[config.mk]
export PLATFORM = sky130hd
export DESIGN_NAME = omcs_ctrl
export DESIGN_NICKNAME = d
export VERILOG_FILES = /design/src/hw/omcs_ctrl.v /design/src/hw/omcs_timebase.v
export VERILOG_INCLUDE_DIRS = /design/src /design/src/hw
export SDC_FILE = /design/constraint.sdc
export NUM_CORES = 1
export LEC_CHECK = 0
export BUFFER_PORTS_ARGS = -buffer_cell sky130_fd_sc_hd__buf_4
export CORE_ASPECT_RATIO = 0.8
export CORE_UTILIZATION = 60
export CTS_CLUSTER_DIAMETER = 50
export CTS_CLUSTER_SIZE = 30
export DETAILED_ROUTE_END_ITERATION = 10
export MAX_ROUTING_LAYER = met4
export PLACE_DENSITY = 0.75
export SLEW_MARGIN = 15
export SYNTH_ARGS = -nofsm -noshare
export SYNTH_HDL_FRONTEND = slang
export SYNTH_SLANG_ARGS = --single-unit
[constraint.sdc]
create_clock -name clock -period 2.9 [get_ports clock]
set_input_delay 0.145 -clock clock [delete_from_list [all_inputs] [get_ports clock]]
set_output_delay 0.145 -clock clock [all_outputs]
set_load 0.05 [all_outputs]
[src/hw/omcs_defs.vh]
// Functional notes
// - Laser off within 100 us of disable
// - Laser on within 2 ms of enable
// - Management interface ready within 300 ms
// - Non-cooled start-up complete within 300 ms
// - Cooled start-up complete within 90 s
// - High power entry complete within 300 ms
// - High power exit complete within 300 ms
// - Fault flag within 1 ms or 50 ms
// - Disable held 10 us clears latched fault
// - Rate select settles in 500 us or 10 ms
// - Loss flag asserts within 100 us
// - Loss flag negates within 100 us
`ifndef OMCS_DEFS_VH
`define OMCS_DEFS_VH

// ----------------------------------------
// Clock and times
// ----------------------------------------
`define OMCS_CLK_MHZ 250
`define OMCS_T_OFF_US 100
`define OMCS_T_ON_US 2000
`define OMCS_T_START_US 300000
`define OMCS_T_START_COOLED_US 90000000
`define OMCS_T_POWER_US 300000
`define OMCS_T_FAULT_US 1000
`define OMCS_T_FAULT_COOLED_US 50000
`define OMCS_T_RESET_US 10
`define OMCS_T_RATE_FC_US 500
`define OMCS_T_RATE_US 10000
`define OMCS_T_LOS_US 100

// Timebase tick every microsecond.
`define OMCS_TICK_CYCLES (`OMCS_CLK_MHZ)
`define OMCS_TB_W 8
`define OMCS_US_W 27

// Sequencer states.
`define OMCS_ST_START 3'h0
`define OMCS_ST_RUN 3'h1
`define OMCS_ST_OFF 3'h2
`define OMCS_ST_FAULT 3'h3
`define OMCS_ST_POWER 3'h4

`endif

[src/hw/omcs_ctrl.v]
`timescale 1ns/1ps
`include "omcs_defs.vh"

module omcs_ctrl #(
    parameter COOLED = 0,
    parameter TICK_CYCLES = `OMCS_TICK_CYCLES,
    parameter START_US = `OMCS_T_START_US,
    parameter START_COOLED_US = `OMCS_T_START_COOLED_US,
    parameter MGMT_US = `OMCS_T_START_US,
    parameter POWER_US = `OMCS_T_POWER_US,
    parameter ON_US = `OMCS_T_ON_US,
    parameter FAULT_US = `OMCS_T_FAULT_US,
    parameter FAULT_COOLED_US = `OMCS_T_FAULT_COOLED_US,
    parameter RESET_US = `OMCS_T_RESET_US,
    parameter RATE_US = `OMCS_T_RATE_US,
    parameter RATE_FC_US = `OMCS_T_RATE_FC_US
) (
    input wire clock,
    input wire rst,
    input wire laser_off_req,
    input wire laser_fault_in,
    input wire signal_lost_in,
    input wire rate_select_low,
    input wire rate_select_high,
    input wire fc_mode,
    input wire high_power_req,
    output reg laser_on,
    output reg tx_fault,
    output reg rx_los,
    output reg mgmt_ready,
    output reg operational,
    output reg high_power,
    output reg rate_stable,
    output reg [1:0] rate_sel
);
    // ----------------------------------------
    // Input synchronisers
    // ----------------------------------------
    reg [6:0] sync1_reg;
    reg [6:0] sync2_reg;
    wire dis_s = sync2_reg[0];
    wire flt_s = sync2_reg[1];
    wire los_s = sync2_reg[2];
    wire [1:0] rs_s = sync2_reg[4:3];
    wire fc_s = sync2_reg[5];
    wire hp_s = sync2_reg[6];

    always @(posedge clock) begin
        if (rst) begin
            sync1_reg <= 7'h01;
            sync2_reg <= 7'h01;
        end else begin
            sync1_reg <= {high_power_req, fc_mode, rate_select_high, rate_select_low,
                          signal_lost_in, laser_fault_in, laser_off_req};
            sync2_reg <= sync1_reg;
        end
    end

    wire tick_us;

    omcs_timebase #(
        .TICK_CYCLES(TICK_CYCLES)
    ) u_tb (
        .clock(clock),
        .rst(rst),
        .tick_us(tick_us)
    );

    function [`OMCS_US_W-1:0] inc_us;
        input [`OMCS_US_W-1:0] v;
        input t;
        begin
            inc_us = (t && v != {`OMCS_US_W{1'b1}}) ? v + 27'h1 : v;
        end
    endfunction

    // ----------------------------------------
    // Sequencer
    // ----------------------------------------
    reg [2:0] state_reg;
    reg [`OMCS_US_W-1:0] seq_us_reg;
    reg [`OMCS_US_W-1:0] boot_us_reg;
    reg [`OMCS_US_W-1:0] hold_us_reg;
    reg [`OMCS_US_W-1:0] rate_us_reg;
    reg dis_d_reg;
    reg [1:0] rs_d_reg;

    // ----------------------------------------
    // State codes and window limits
    // ----------------------------------------
    localparam [2:0] ST_START = `OMCS_ST_START;
    localparam [2:0] ST_RUN = `OMCS_ST_RUN;
    localparam [2:0] ST_OFF = `OMCS_ST_OFF;
    localparam [2:0] ST_FAULT = `OMCS_ST_FAULT;
    localparam [2:0] ST_POWER = `OMCS_ST_POWER;
    // Each limit except RESET_LIM is one tick short because the compare sees the count a cycle late.
    localparam [`OMCS_US_W-1:0] START_LIM = (COOLED ? START_COOLED_US : START_US) - 1;
    localparam [`OMCS_US_W-1:0] MGMT_LIM = MGMT_US - 1;
    localparam [`OMCS_US_W-1:0] POWER_LIM = POWER_US - 1;
    localparam [`OMCS_US_W-1:0] RESET_LIM = RESET_US;
    localparam [`OMCS_US_W-1:0] RATE_LIM = RATE_US - 1;
    localparam [`OMCS_US_W-1:0] RATE_FC_LIM = RATE_FC_US - 1;
    wire [`OMCS_US_W-1:0] rate_lim = fc_s ? RATE_FC_LIM : RATE_LIM;

    always @(posedge clock) begin
        if (rst) begin
            state_reg <= ST_START;
            seq_us_reg <= {`OMCS_US_W{1'b0}};
            boot_us_reg <= {`OMCS_US_W{1'b0}};
            hold_us_reg <= {`OMCS_US_W{1'b0}};
            rate_us_reg <= {`OMCS_US_W{1'b0}};
            dis_d_reg <= 1'b1;
            rs_d_reg <= 2'h0;
            laser_on <= 1'b0;
            tx_fault <= 1'b0;
            rx_los <= 1'b1;
            mgmt_ready <= 1'b0;
            operational <= 1'b0;
            high_power <= 1'b0;
            rate_stable <= 1'b0;
            rate_sel <= 2'h0;
        end else begin
            dis_d_reg <= dis_s;
            rs_d_reg <= rs_s;
            rx_los <= los_s;
            boot_us_reg <= inc_us(boot_us_reg, tick_us);
            if (boot_us_reg >= MGMT_LIM) begin
                mgmt_ready <= 1'b1;
            end
            seq_us_reg <= inc_us(seq_us_reg, tick_us);
            if (rs_s != rs_d_reg) begin
                rate_us_reg <= {`OMCS_US_W{1'b0}};
                rate_stable <= 1'b0;
            end else begin
                rate_us_reg <= inc_us(rate_us_reg, tick_us);
                if (rate_us_reg >= rate_lim) begin
                    rate_sel <= rs_s;
                    rate_stable <= 1'b1;
                end
            end
            if (dis_s) begin
                hold_us_reg <= inc_us(hold_us_reg, tick_us);
            end else begin
                hold_us_reg <= {`OMCS_US_W{1'b0}};
            end
            if (flt_s && state_reg != ST_FAULT) begin
                state_reg <= ST_FAULT;
                tx_fault <= 1'b1;
                laser_on <= 1'b0;
                operational <= 1'b0;
            end else begin
                case (state_reg)
                    ST_START: begin
                        if (dis_s) begin
                            laser_on <= 1'b0;
                            seq_us_reg <= {`OMCS_US_W{1'b0}};
                        end else if (seq_us_reg >= START_LIM) begin
                            state_reg <= ST_RUN;
                            laser_on <= 1'b1;
                            operational <= 1'b1;
                        end
                    end
                    ST_RUN: begin
                        if (dis_s && !dis_d_reg) begin
                            state_reg <= ST_OFF;
                            laser_on <= 1'b0;
                        end else if (hp_s != high_power) begin
                            // Compared with the applied level, so a request made while off is kept.
                            state_reg <= ST_POWER;
                            seq_us_reg <= {`OMCS_US_W{1'b0}};
                        end
                    end
                    ST_OFF: begin
                        if (!dis_s) begin
                            state_reg <= ST_RUN;
                            laser_on <= 1'b1;
                        end
                    end
                    ST_POWER: begin
                        // The laser keeps obeying the disable pin during a level change.
                        laser_on <= !dis_s;
                        if (seq_us_reg >= POWER_LIM) begin
                            state_reg <= dis_s ? ST_OFF : ST_RUN;
                            high_power <= hp_s;
                        end
                    end
                    ST_FAULT: begin
                        if (hold_us_reg >= RESET_LIM && !dis_s) begin
                            state_reg <= ST_START;
                            tx_fault <= 1'b0;
                            seq_us_reg <= {`OMCS_US_W{1'b0}};
                        end
                    end
                    default: begin
                        state_reg <= ST_START;
                    end
                endcase
            end
        end
    end
endmodule // omcs_ctrl

[src/hw/omcs_timebase.v]
`timescale 1ns/1ps
`include "omcs_defs.vh"

// ----------------------------------------
// One microsecond tick shared by every window
// ----------------------------------------
module omcs_timebase #(
    parameter TICK_CYCLES = `OMCS_TICK_CYCLES
) (
    input wire clock,
    input wire rst,
    output reg tick_us
);
    localparam [`OMCS_TB_W-1:0] TICK_LAST = TICK_CYCLES - 1;
    reg [`OMCS_TB_W-1:0] cnt_reg;

    always @(posedge clock) begin
        if (rst) begin
            cnt_reg <= {`OMCS_TB_W{1'b0}};
            tick_us <= 1'b0;
        end else if (cnt_reg == TICK_LAST) begin
            cnt_reg <= {`OMCS_TB_W{1'b0}};
            tick_us <= 1'b1;
        end else begin
            cnt_reg <= cnt_reg + 8'h01;
            tick_us <= 1'b0;
        end
    end
endmodule // omcs_timebase

==> flow_metrics.tcl <==
set metrics [dict create \
    r2r_cells 7 \
    track_usage_pct 27.3 \
    setup_tns_ns 0 \
    slew_headroom_pct 32.0 \
    power_frac_comb_pct 3.4 \
    wl_um 15200 \
    vias 6057 \
    num_rows 35 \
    initial_core_util_pct 61.6 \
    syn_inst 844 \
    synth-edff-count 0 \
    postRouteAntennaNets 0 \
    grt_antenna_before_repair 0 \
    root_buffer "clkbuf_16" \
    area_delta_synth_final_pct 13.6 \
    fp.dieH_um 99.0 \
    worstPathRequired_ns 3.19 \
    synth_top_flop_cell "dfxtp_1" \
    rsz0062_at_grt "false" \
    io_pins 18 \
    r2r-start "seq_us_reg[0]" \
    ctsResizeCount 0 \
    slew_viol_final 0 \
    io_buffer_count 17 \
    synth-seq-cells 146 \
    vdd.ir_drop.worst_uv 482 \
    startpoint "seq_us_reg[0]" \
    die_area_um2 12200 \
    place_inst 982 \
    syn_nets 869 \
    drc 0 \
    worstSetupPathType "reg2reg" \
    initialDrtViolationCount 458 \
    r2r_slack_ns 0.51 \
    end_kind "flip-flop" \
    coreArea_um2 11500 \
    internal-power_w 0.00378 \
    p_switching_w 0.000977 \
    synthTopCellsByArea "dfxtp_1 (41%), xnor2_1 (7.3%), nor2_1 (7.0%)" \
    p_per_area_nw_per_um2 593 \
    timing.rr.end "high_power" \
    synth-seq-area-share_pct 41.4 \
    clkLatencyLatePin_ns 0.42 \
    cap_violations 0 \
    grt_max_degree 41 \
    diodes 0 \
    nNetsFinal 885 \
    min_period_ns 2.39 \
    syn_area_um2 7060 \
    async_reset_ff_share_pct 0 \
    min_path_type "in2reg" \
    final_cells 1021 \
    synth.avg_cell_area_um2 8.37 \
    cp-start-kind "flip-flop" \
    endpoint "high_power" \
    die_x_um 123 \
    fin_skew_ns 0.0124 \
    cts_max_path_buffers 2 \
    finalCritPeriodShare_pct 82.6 \
    tightest_slew_ns 1.02 \
    cts_inserted_buffers 17 \
    p_clk_share_pct 53.6 \
    arrival_ns 2.68 \
    dr.pass1.iters 5 \
    pwr-share-seq_pct 43.0 \
    hold_viol 0 \
    synth_top_area_cell "dfxtp_1" \
    ys_warn_count 0 \
    routed_via_density 5.93 \
    synthDominantCellAreaShare_pct 41.4 \
    netlist-cell-type-count 65 \
    grt_pass1_vias 5554 \
    overflow 0 \
    drive_gt1_share_pct 8.36 \
    swShare_pct 20.5 \
    cts_sinks 146 \
    status "completed" \
    h-tree-depth 4 \
    cts_tree "yes" \
    cp_max_fo 5 \
    setup_violations 0 \
    route.detailed.wl_per_inst_um 14.9 \
    gp_congestion 0.935 \
    p_leak_nw 2.72 \
    grt_pass1_wl_um 25700 \
    clk_pin_slew_worst_paths_ns 0.06 \
    fmax_ghz 0.418 \
    dpl.hpwl_um 10200 \
]
power by group through the flow:
stage	registers [W]	logic, W	clock network [W]
after floorplan	0.00209	0.000115	0
after global placement	0.00209	0.000146	0
after detailed placement	0.00209	0.000151	0
after CTS	0.00205	0.000160	0.00258
after global routing	0.00205	0.000175	0.00266
final	0.00205	0.000160	0.00255
cells by family (layout without fill, tap and decap cells):
family	count (synthesis)	in the layout	share of synthesized area (%)
buffers and inverters	47	76	2.87
muxes	3	3	0.425
AOI/OAI and AO/OA	93	93	8.75
DFF	146	146	41.4
adders and majority gates	16	16	2.83
xor gates and xnor gates	91	91	11.3
and+or+nand+nor	448	448	32.5
worst min-delay path by stage:
stage | startpoint | end | cells past startpoint | slack [ns]
finish | rst | boot_us_reg[26] | 2 | 0.06
global route | rst | boot_us_reg[26] | 2 | 0.07
CTS | rst | boot_us_reg[26] | 2 | 0.05
detailed placement | laser_off_req | sync1_reg[0] | 2 | 0.34
global placement | laser_off_req | sync1_reg[0] | 2 | 0.34
floorplan | laser_off_req | sync1_reg[0] | 1 | 0.25
placed cells by master, fill, tap and decap left out, types with 5 or more instances in the layout:
cell and instances:
a21oi_1 26, a31oi_1 8, and2_1 5, and3_1 13
and4_1 11, buf_4 22, bufinv_16 7, clkbuf_16 17
dfxtp_1 146, dlygate4sd3_1 7, ha_1 16, inv_1 15
nand2_1 67, nand3_1 53, nand4_1 26, nor2_1 131
nor2b_1 17, nor3_1 43, nor3b_1 5, nor4_1 31
nor4b_1 5, o21ai_0 21, or2_2 8, or3_1 13
xnor2_1 59, xor2_1 32
per-layer routing:
layer / routed length (µm) / vias up / global-route usage (%) / share of wire, %
met2: 6930 / 179 / 42.3 / 46
met1: 7240 / 2831 / 35.7 / 48
met4: 165 / 0 / 8.43 / 1.1
met5: 0 / - / - / 0
met3: 853 / 16 / 5.50 / 5.6
li1: - / 3031 / - / -
Yosys cell counts (4+ instances only):
| cell | count |
|---|---|
| xnor2_1 | 59 |
| nor4b_1 | 5 |
| clkbuf_1 | 26 |
| nand3_1 | 53 |
| nand2_1 | 67 |
| or3_1 | 13 |
| dfxtp_1 | 146 |
| o21ai_0 | 21 |
| nor3b_1 | 5 |
| nor4_1 | 31 |
| a21oi_1 | 26 |
| xor2_1 | 32 |
| a211oi_1 | 4 |
| and4_1 | 11 |
| nor2_1 | 131 |
| a31oi_1 | 8 |
| and3_1 | 13 |
| or2_2 | 8 |
| nor2b_1 | 17 |
| nand4_1 | 26 |
| and2_1 | 5 |
| inv_1 | 15 |
| o31ai_1 | 4 |
| nor3_1 | 43 |
| ha_1 | 16 |
worst max-delay path, stage by stage (launching register included):
cell and delay [ns]:
dfxtp_1 0.38, ha_1 0.21, nand4_1 0.23, nand2_1 0.14
o2111ai_1 0.22, a2111oi_0 0.79, mux2i_1 0.25, nor2_1 0.05
through the flow:
step | instance area, µm² | power, W | setup WS (ns) | util (%) | hold slack, ns
global placement | 7270 | 0.00224 | 0.642 | 63.3 | 0.342
floorplan | 7060 | 0.00221 | 0.887 | - | 0.249
CTS | 8030 | 0.00479 | 0.557 | 70.0 | 0.0533
finish | 8030 | 0.00476 | 0.505 | 70.0 | 0.0579
global route | 8030 | 0.00488 | 0.382 | 70.0 | 0.0690
detailed placement | 7270 | 0.00224 | 0.592 | 63.3 | 0.340
final cells by class:
type | count | area, µm²
Inverter | 15 | 56.3
Timing Repair Buffer | 29 | 235
Clock buffer | 18 | 429
Fill cell | 908 | 3450
Sequential cell | 146 | 2920
Tap cell | 148 | 185
Multi-Input combinational cell | 651 | 3940
Clock inverter | 14 | 260
repair_timing:
action | 4_1_cts | 5_1_grt
hold buffers | 7 | 0
setup buffers | 0 | 0
endpoints found under the hold margin | 7 | 0
No activity file was read; power rests on OpenSTA's default activity.
